<file path="src/verilog/lsw_pkg.sv">
// constants, types and helpers shared by the latency stopwatch
package lsw_pkg;

  localparam logic [15:0] LSW_ADDR_CONTROL  = 16'h8040;
  localparam logic [15:0] LSW_ADDR_COUNT_HI = 16'h8041;
  localparam logic [15:0] LSW_ADDR_COUNT_LO = 16'h8042;
  localparam logic [15:0] LSW_ADDR_CLEAR    = 16'h0018;

  localparam logic [7:0]  LSW_CONTROL_RESET = 8'h00;
  localparam int          LSW_START_LSB     = 6;
  localparam int          LSW_DIV_LSB       = 4;
  localparam int          LSW_STOP_LSB      = 2;
  localparam int          LSW_ENABLE_BIT    = 1;
  localparam int          LSW_SOURCE_BIT    = 0;

  localparam logic [1:0]  LSW_SEL_LOW       = 2'h0;
  localparam logic [1:0]  LSW_SEL_HIGH      = 2'h1;

  localparam logic [19:0] LSW_COUNT_MAX     = 20'hFFFFF;
  localparam logic [19:0] LSW_COUNT_RESET   = 20'h00000;
  localparam logic [2:0]  LSW_DIV_RESET     = 3'h0;

  typedef enum logic [1:0] {
    LSW_IDLE = 2'h0,
    LSW_RUN  = 2'h1,
    LSW_DONE = 2'h3
  } lsw_state_e;

  // last value of the divide counter for a divide code
  function automatic logic [2:0] lsw_div_mask(input logic [1:0] div);
    case (div)
      2'h0:    lsw_div_mask = 3'h0;
      2'h1:    lsw_div_mask = 3'h1;
      2'h2:    lsw_div_mask = 3'h3;
      default: lsw_div_mask = 3'h7;
    endcase
  endfunction

endpackage

</file>
<file path="src/verilog/lsw_tick_gen.sv">
// measurement tick generator: divided system clock or byte clock ticks
`timescale 1ns/1ps
module lsw_tick_gen
  import lsw_pkg::*;
(
  input  wire logic       clock,
  input  wire logic       rst,
  input  wire logic       run,
  input  wire logic       source_sel,
  input  wire logic [1:0] divide,
  input  wire logic       byte_clock_tick,
  output logic            tick
);

  logic [2:0] div_count;
  logic [2:0] mask;

  assign mask = lsw_div_mask(divide);
  // divider only acts on the internal source [RQ3] [RQ4] [RQ8]
  assign tick = run && (source_sel ? byte_clock_tick : (div_count == mask));

  always_ff @(posedge clock) begin
    if (rst || !run || source_sel) begin
      div_count <= LSW_DIV_RESET;
    end else if (div_count == mask) begin
      div_count <= LSW_DIV_RESET;
    end else begin
      div_count <= div_count + 3'h1;
    end
  end

  // next tick lands eight clocks after the last one
  chk_div_period: assert property ( // [RQ3]
    @(posedge clock) disable iff (rst)
    (run && !source_sel && divide == 2'h3 && tick) ##1
    (run && !source_sel && divide == 2'h3)[*8] |-> tick)
    else $error("divide by 8 tick spacing wrong");

  chk_byte_source: assert property ( // [RQ4]
    @(posedge clock) disable iff (rst)
    (run && source_sel) |-> (tick == byte_clock_tick))
    else $error("byte clock source not followed");

endmodule

</file>
<file path="src/verilog/lsw_stopwatch.sv">
// latency stopwatch: control register, event select, counter, readout
`timescale 1ns/1ps
// How it works
// RQ1 - start select 00 is low speed rx, 01 high speed tx, 1x marker rise.
// RQ2 - stop select 00 is low speed tx, 01 high speed rx, 1x marker fall.
// RQ3 - the clock divide field divides the measurement clock by 1, 2, 4 or 8.
// RQ4 - the divide field acts only while the clock source bit is zero.
// RQ5 - software keeps the measurement clock no slower than the byte clock.
// RQ6 - the enable bit turns measurement on when 1 and off when 0.
// RQ7 - the control register is all zeros after reset.
// RQ8 - bit 0 picks the divided internal clock (0) or the byte clock (1).
// RQ9 - the 20-bit count is in half periods, starts at zero and saturates.
// RQ10 - a latched ready flag marks a finished measurement.
// RQ11 - reading the clear address zeroes the count, comma flags and ready.
// RQ12 - while enabled counting runs from start to stop and the count holds.
module lsw_stopwatch
  import lsw_pkg::*;
(
  input  wire logic        clock,
  input  wire logic        rst,
  input  wire logic [15:0] reg_addr,
  input  wire logic        reg_wr,
  input  wire logic        reg_rd,
  input  wire logic [15:0] reg_wdata,
  output logic      [15:0] reg_rdata,
  input  wire logic [3:0]  ls_rx_comma,
  input  wire logic [1:0]  hs_tx_comma,
  input  wire logic [3:0]  ls_tx_comma,
  input  wire logic [1:0]  hs_rx_comma,
  input  wire logic        ext_marker_pin,
  input  wire logic        byte_clock_tick,
  output logic             stopwatch_result_valid,
  output logic             stopwatch_busy
);

  logic [7:0]  control;
  logic [1:0]  stopwatch_start_select;
  logic [1:0]  stopwatch_stop_select;
  logic [1:0]  stopwatch_clock_divide;
  logic        stopwatch_enable;
  logic        clock_source;
  logic [19:0] stopwatch_count;
  logic [3:0]  start_comma;
  logic [3:0]  stop_comma;
  logic        marker_prev;
  logic        marker_rise;
  logic        marker_fall;
  logic        start_hit;
  logic        stop_hit;
  logic [3:0]  start_lanes;
  logic [3:0]  stop_lanes;
  logic        clear_read;
  logic        tick;
  logic        start_take;
  logic        stop_take;
  lsw_state_e  state;
  lsw_state_e  next_state;

  assign stopwatch_start_select = control[LSW_START_LSB +: 2];
  assign stopwatch_stop_select  = control[LSW_STOP_LSB +: 2];
  assign stopwatch_clock_divide = control[LSW_DIV_LSB +: 2];
  assign stopwatch_enable       = control[LSW_ENABLE_BIT];
  assign clock_source           = control[LSW_SOURCE_BIT];

  assign marker_rise = ext_marker_pin && !marker_prev;
  assign marker_fall = !ext_marker_pin && marker_prev;
  assign clear_read  = reg_rd && (reg_addr == LSW_ADDR_CLEAR);

  // start event mux [RQ1]
  always_comb begin
    if (stopwatch_start_select[1]) begin
      start_lanes = {3'h0, marker_rise};
    end else if (stopwatch_start_select == LSW_SEL_HIGH) begin
      start_lanes = {2'h0, hs_tx_comma};
    end else begin
      start_lanes = ls_rx_comma;
    end
    start_hit = |start_lanes;
  end

  // stop event mux [RQ2]
  always_comb begin
    if (stopwatch_stop_select[1]) begin
      stop_lanes = {3'h0, marker_fall};
    end else if (stopwatch_stop_select == LSW_SEL_HIGH) begin
      stop_lanes = {2'h0, hs_rx_comma};
    end else begin
      stop_lanes = ls_tx_comma;
    end
    stop_hit = |stop_lanes;
  end

  assign start_take = stopwatch_enable && (state == LSW_IDLE) && start_hit;
  assign stop_take  = stopwatch_enable && (state == LSW_RUN) && stop_hit;

  lsw_tick_gen u_tick (
    .clock           (clock),
    .rst             (rst),
    .run             (state == LSW_RUN),
    .source_sel      (clock_source),
    .divide          (stopwatch_clock_divide),
    .byte_clock_tick (byte_clock_tick),
    .tick            (tick)
  );

  // control register
  always_ff @(posedge clock) begin
    if (rst) begin
      control <= LSW_CONTROL_RESET; // [RQ7]
    end else if (reg_wr && reg_addr == LSW_ADDR_CONTROL) begin
      control <= reg_wdata[7:0];
    end
  end

  always_ff @(posedge clock) begin
    if (rst) begin
      marker_prev <= 1'b0;
    end else begin
      marker_prev <= ext_marker_pin;
    end
  end

  // measurement sequence
  always_comb begin
    next_state = state;
    if (!stopwatch_enable) begin
      next_state = LSW_IDLE; // [RQ6]
    end else begin
      case (state)
        LSW_IDLE: begin
          if (start_hit) begin
            next_state = LSW_RUN; // [RQ12]
          end
        end
        LSW_RUN: begin
          if (stop_hit) begin
            next_state = LSW_DONE; // [RQ12]
          end else if (clear_read) begin
            next_state = LSW_IDLE;
          end
        end
        LSW_DONE: begin
          if (clear_read) begin
            next_state = LSW_IDLE; // [RQ11]
          end
        end
        default: next_state = LSW_IDLE;
      endcase
    end
  end

  always_ff @(posedge clock) begin
    if (rst) begin
      state          <= LSW_IDLE;
      stopwatch_busy <= 1'b0;
    end else begin
      state          <= next_state;
      stopwatch_busy <= (next_state == LSW_RUN);
    end
  end

  // half-period counter, saturating [RQ9]
  always_ff @(posedge clock) begin
    if (rst) begin
      stopwatch_count <= LSW_COUNT_RESET;
    end else if (start_take) begin
      stopwatch_count <= LSW_COUNT_RESET;
    end else if (stopwatch_enable && state == LSW_RUN) begin
      if (clear_read && !stop_hit) begin
        stopwatch_count <= LSW_COUNT_RESET; // [RQ11]
      end else if (tick && stopwatch_count != LSW_COUNT_MAX) begin
        stopwatch_count <= stopwatch_count + 20'h00001; // [RQ9]
      end
    end else if (clear_read) begin
      stopwatch_count <= LSW_COUNT_RESET; // [RQ11]
    end
  end

  // sticky flags, a set in the clearing cycle wins
  always_ff @(posedge clock) begin
    if (rst) begin
      stopwatch_result_valid <= 1'b0;
      start_comma            <= 4'h0;
      stop_comma             <= 4'h0;
    end else begin
      stopwatch_result_valid <= (stopwatch_result_valid && !clear_read)
                                || stop_take; // [RQ10] [RQ11]
      start_comma <= (clear_read ? 4'h0 : start_comma)
                     | (start_take ? start_lanes : 4'h0);
      stop_comma  <= (clear_read ? 4'h0 : stop_comma)
                     | (stop_take ? stop_lanes : 4'h0);
    end
  end

  // read data, one cycle after the read strobe
  always_ff @(posedge clock) begin
    if (rst) begin
      reg_rdata <= 16'h0000;
    end else if (reg_rd) begin
      if (reg_addr == LSW_ADDR_CONTROL) begin
        reg_rdata <= {8'h00, control};
      end else if (reg_addr == LSW_ADDR_COUNT_HI) begin
        reg_rdata <= {start_comma, stop_comma, 3'h0,
                      stopwatch_result_valid, stopwatch_count[19:16]};
      end else if (reg_addr == LSW_ADDR_COUNT_LO) begin
        reg_rdata <= stopwatch_count[15:0];
      end else begin
        reg_rdata <= 16'h0000;
      end
    end
  end

  chk_control_reset: assert property ( // [RQ7]
    @(posedge clock)
    rst |=> (control == LSW_CONTROL_RESET))
    else $error("control not zero after reset");

  chk_start_rise: assert property ( // [RQ1]
    @(posedge clock) disable iff (rst)
    (stopwatch_enable && state == LSW_IDLE && stopwatch_start_select[1]
     && marker_rise) |=> (state == LSW_RUN && stopwatch_count == 20'h0))
    else $error("marker rise did not start");

  chk_start_low: assert property ( // [RQ1]
    @(posedge clock) disable iff (rst)
    (stopwatch_enable && state == LSW_IDLE && stopwatch_start_select == 2'h0
     && (|ls_rx_comma)) |=> (state == LSW_RUN && |start_comma))
    else $error("low speed receive did not start");

  chk_stop_fall: assert property ( // [RQ2]
    @(posedge clock) disable iff (rst)
    (stopwatch_enable && state == LSW_RUN && stopwatch_stop_select[1]
     && marker_fall) |=> (stopwatch_result_valid && state == LSW_DONE))
    else $error("marker fall did not stop");

  chk_disable_idle: assert property ( // [RQ6]
    @(posedge clock) disable iff (rst)
    !stopwatch_enable |=> (state == LSW_IDLE && !stopwatch_busy))
    else $error("disabled stopwatch not idle");

  chk_count_step: assert property ( // [RQ9]
    @(posedge clock) disable iff (rst)
    (stopwatch_enable && state == LSW_RUN && tick && !clear_read
     && stopwatch_count != LSW_COUNT_MAX)
    |=> stopwatch_count == $past(stopwatch_count) + 20'h00001)
    else $error("count did not step on tick");

  chk_count_sat: assert property ( // [RQ9]
    @(posedge clock) disable iff (rst)
    (state == LSW_RUN && stopwatch_count == LSW_COUNT_MAX && !clear_read)
    |=> stopwatch_count == LSW_COUNT_MAX)
    else $error("count wrapped past saturation");

  chk_clear_read: assert property ( // [RQ11]
    @(posedge clock) disable iff (rst)
    (clear_read && !start_take && !stop_take) |=>
    (!stopwatch_result_valid && stopwatch_count == 20'h0
     && start_comma == 4'h0 && stop_comma == 4'h0))
    else $error("clear read left state behind");

  chk_hold_done: assert property ( // [RQ12]
    @(posedge clock) disable iff (rst)
    (state == LSW_DONE && !clear_read && !start_take) |=>
    $stable(stopwatch_count))
    else $error("finished count moved");

endmodule

</file>
<file path="config.mk">
export PLATFORM = sky130hd
export DESIGN_NAME = lsw_stopwatch
export DESIGN_NICKNAME = d
export VERILOG_FILES = /design/src/verilog/lsw_pkg.sv /design/src/verilog/lsw_tick_gen.sv /design/src/verilog/lsw_stopwatch.sv
export SDC_FILE = /design/constraint.sdc
export NUM_CORES = 1
export LEC_CHECK = 0
export BUFFER_PORTS_ARGS = -buffer_cell sky130_fd_sc_hd__clkbuf_2
export CAP_MARGIN = 20
export CORE_ASPECT_RATIO = 0.7
export CORE_MARGIN = 10
export CORE_UTILIZATION = 58
export CTS_CLUSTER_DIAMETER = 50
export DETAILED_ROUTE_END_ITERATION = 12
export GPL_TIMING_DRIVEN = 0
export PLACE_DENSITY_LB_ADDON = 0.08
export SLEW_MARGIN = 20
export SYNTH_ARGS = -nofsm -noshare
export SYNTH_HDL_FRONTEND = slang
export SYNTH_SLANG_ARGS = --single-unit
</file>
<file path="constraint.sdc">
create_clock -name clock -period 7.35 [get_ports clock]
set_input_delay 1.47 -clock clock [delete_from_list [all_inputs] [get_ports clock]]
set_output_delay 1.47 -clock clock [all_outputs]
set_load 0.02 [all_outputs]
</file>
==> results.txt <==
----------------------------------------------------
[STA]
  Min cycle time layout ... 3.37 ns
  Worst slew margin relative to its limit ... 0.581
  Post-route setup TNS ... 0 ns
  Period utilization ... 0.458
  Setup-violating endpoint count in the final report ... 0
  Final count of pins violating max slew ... 0
  RSZ-0062 raised after global routing ... no
  Max Clk Rate ... 0.297 GHz
  Fin Hold WS ... 0.465 ns
  Hold violation total from the final report ... 0
  Maximum clock skew at final layout ... 0.00709 ns
  Worst Tran Pin Value ... ~0.62 ns

[Synthesis]
  Main synth FF type ... dfxtp_1
  Synth Area in Compound Gates ... 0.248
  Main combinational cell family by area after synthesis ... simple AND/OR/NAND/NOR gates
  Number of enable-type register cells in the synthesized netlist ... 0
  Synthesized-area fraction occupied by adder cells ... 0.00815
  Asr flop ratio synth ... 0
  Share of cell area taken by muxes after synthesis ... 0.0135
  Yosys warning count ... 0
  Post-Syn Instances ... 365
  Post-synthesis register bit count ... 60
  Seq/Total Area, Yosys ... 0.391
  Syn nets ... between 400 and 500
  Number of library cell types mapped by synthesis ... 58
  Average instance area after synthesis ... 8.41 µm²
  Share of the synthesized netlist area taken by xor and xnor gates ... 0.00571
  Total standard cell area after synthesis ... 3070 µm²
  Simple-gate share of the synthesized area ... 0.288

[Flow run]
  Max-Cap Viols ... 0

[Placed design]
  Number of port buffers ... 57
  Number of placed instances, taps included ... 494
  RePlAce Congestion ... 0.896
  Detailed Place HPWL ... 6870 µm

[Layout]
  Count of fill cells added during filler insertion ... 456
  Most common cell after layout, fill and taps aside ... dfxtp_1
  Share of layout cells above drive strength 1 ... 0.228
  Commonest non-fill, non-tap cells in the layout ... dfxtp_1, clkbuf_2, nor2_1, nand2_1, a21oi_1
  Number of non-filler instances in the completed layout ... between 500 and 600
  Area growth from synthesis to layout ... 19.3%
  Final #Nets ... 485
  Count of antenna diodes in the layout ... 0

[Drt]
  Routed Antenna Nets ... 0
  Total wire length ... 9230 µm
  Post-route DRC ... 0
  Wire length per cell after detailed routing ... between 15 and 20 µm
  Detailed Routing Iterations Pass 1 ... 5
  Via total after detailed routing ... between 3000 and 4000
  Average vias per placed instance ... 6.17
  Number of DRC markers in iteration 0 ... 331

[Clock tree]
  Setup repair bufs after CTS ... 0
  Total clock sinks ... 60
  Clock tree root buffer cell ... clkbuf_8
  TritonCTS clock tree ... yes
  TritonCTS buffer count ... 9
  Clock network latency to the later pin of the worst-skew pair ... 0.35 ns
  Number of cells upsized or downsized after cts ... 0
  Clk pin slew, worst setup/hold paths ... approximately 0.070 ns
  CTS max path bufs ... 2
  Maximum level of the CTS H-tree ... 3
  CTS Hold Bufs ... 0

[Worst setup path]
  Launch point of the critical path ... reg_addr[13]
  Largest stage delay on the critical path ... 0.54 ns
  Crit path capture type ... register
  Data arrival time of the worst path ... roughly 3.6 ns
  Critical-path cell list ... clkbuf_2 -> or4_1 -> or3_4 -> a211o_1 -> nand4_2 -> buf_2 -> nor4b_1 -> a31o_1
  Number of buffer and inverter instances along the worst setup path ... 2
  Sort of element at the start of the critical path ... input pin
  Largest delay contributor family on the critical path ... simple AND/OR/NAND/NOR gates
  Start of the worst register-to-register path ... stopwatch_count[0]$_SDFFE_PP0P_
  Cell at the slowest stage of the critical path ... or4_1
  Required @ worst endpoint ... 7.59 ns
  Setup Crit Path Kind ... input pin to register
  Maximum net fanout on the critical path ... 10

[Floorplan]
  Number of ports placed on the die boundary ... 68
  Starting density of the core ... 0.593
  Core area ... 5170 µm²
  Width of the die ... 107 µm
  Standard-cell rows ... 22
  Chip height ... 80.9 µm
  Overall die area ... slightly below 9000 µm²

[Power]
  Worst vdd rail ir drop ... approximately 0.11 mV
  Leakage power figure ... 0.00129 µW
  Power density of the placed cells ... 193 nW/µm²

[Worst hold path]
  Hold path start ... stop_comma[0]$_SDFF_PP0_
  Min-delay worst type ... register to register

[Global routing]
  Overflow left after global routing ... 0
  GRT Util Overall ... 0.209
  Via count of the first global-routing pass ... about 2900
  Number of antenna violations at the first check in global routing ... 0
  Maximum number of pins on one net before global-route repair ... 11
  Wire length of the first global-routing pass ... 14500 µm

[Status]
  Result of the run ... completed

----------------------------------------------------
## final cells by class
type                    count  area [µm²]  area share
clock inverters             5        75.1      0.0205
clock buffers              11         141      0.0386
well taps                  72        90.1      0.0246
flip-flops and latches     60        1200       0.328
repair buffers             57         285      0.0779
inverters                   7        26.3     0.00718
plain buffers              22         113      0.0308
multi-input cells         276        1730       0.472
## registers in the layout (all words and copies together) (netlist names)
name	count
stopwatch_count	20
reg_rdata	16
control	8
start_comma	4
stop_comma	4
u_tick.div_count	3
state	2
marker_prev	1
stopwatch_busy	1
stopwatch_result_valid	1
## Yosys cell counts (2+ instances only)
master     n  area, µm²
nor4_1     5       31.3
and3b_1    2       17.5
or3_1      5       31.3
nor4bb_1   2       20.0
inv_1      7       26.3
o21ai_2    3       26.3
xnor2_1    2       17.5
nor2b_1    3       18.8
and2_1     2       12.5
a21o_1     2       15.0
o21ai_0    4       20.0
mux2i_1    3       30.0
dfxtp_1   60       1200
and3_1     3       18.8
nand3_1   18       90.1
o211ai_1   2       15.0
a222oi_1   5       50.1
a22oi_1   14        105
nor2_2     2       12.5
a21oi_1   27        135
o211a_1    2       20.0
nand2_1   30        113
nand2b_1   2       12.5
nor2_1    40        150
nor3b_2    2       25.0
ha_1       2       25.0
nand3b_1   5       37.5
or2_1      2       12.5
buf_2      5       25.0
a32oi_1    3       26.3
a21oi_2    4       35.0
a211oi_1  17        128
nand4_1    3       18.8
or4_1     11       82.6
nor3_1    16       80.1
or3_4      2       22.5
o21ai_1   13       65.1
clkbuf_1  15       56.3
## power by group
| part | total (µW) | switching, µW | internal (µW) |
|---|---|---|---|
| logic | 44.4 | 27.4 | 17.1 |
| clock network | 330 | 132 | 198 |
| registers | 332 | 2.39 | 330 |
| total | 707 | 161 | 545 |
## routing by layer
| metal | GRT usage | vias up | wire, µm |
|---|---|---|---|
| li1 | - | 1505 | - |
| met1 | 0.279 | 1464 | 4190 |
| met2 | 0.310 | 163 | 3920 |
| met3 | 0.0814 | 14 | 1030 |
| met4 | 0.0526 | 0 | 93 |
| met5 | 0 | - | 0 |
## per-stage QoR
step | total power [µW] | cell area (µm²) | worst slack [ns] | utilization
finish | 707 | 3660 | 3.98 | 0.707
global route | 726 | 3660 | 3.82 | 0.707
global placement | 382 | 3440 | 3.67 | 0.666
floorplan | 361 | 3070 | 3.95 | -
detailed placement | 383 | 3440 | 3.68 | 0.666
CTS | 706 | 3660 | 4.02 | 0.707
## cells by family after synthesis
group	after synthesis
xor gates and xnor gates	2
muxes	4
buffers and inverters	29
AOI/OAI and AO/OA	105
and+or+nand+nor	163
DFF	60
adders and majority gates	2
## worst paths after layout
path	to	slack, ns	depth (start not counted)
setup / recovery	stopwatch_count[8]$_SDFFE_PP0P_	3.98	8
hold / removal	stop_comma[0]$_SDFF_PP0_	0.46	2
setup reg to reg	stopwatch_count[8]$_SDFFE_PP0P_	4.73	8
hold reg to reg	stop_comma[0]$_SDFF_PP0_	0.46	2
## worst register-to-register path, stage by stage, from the launching register on
cell and delay (ns):
dfxtp_1 0.44, ha_1 0.23, nand3_1 0.16, or4_4 0.49
or3_4 0.45, nand4_2 0.22, buf_2 0.26, nor4b_1 0.08
a31o_1 0.20
(Power assumes the default switching activity.)
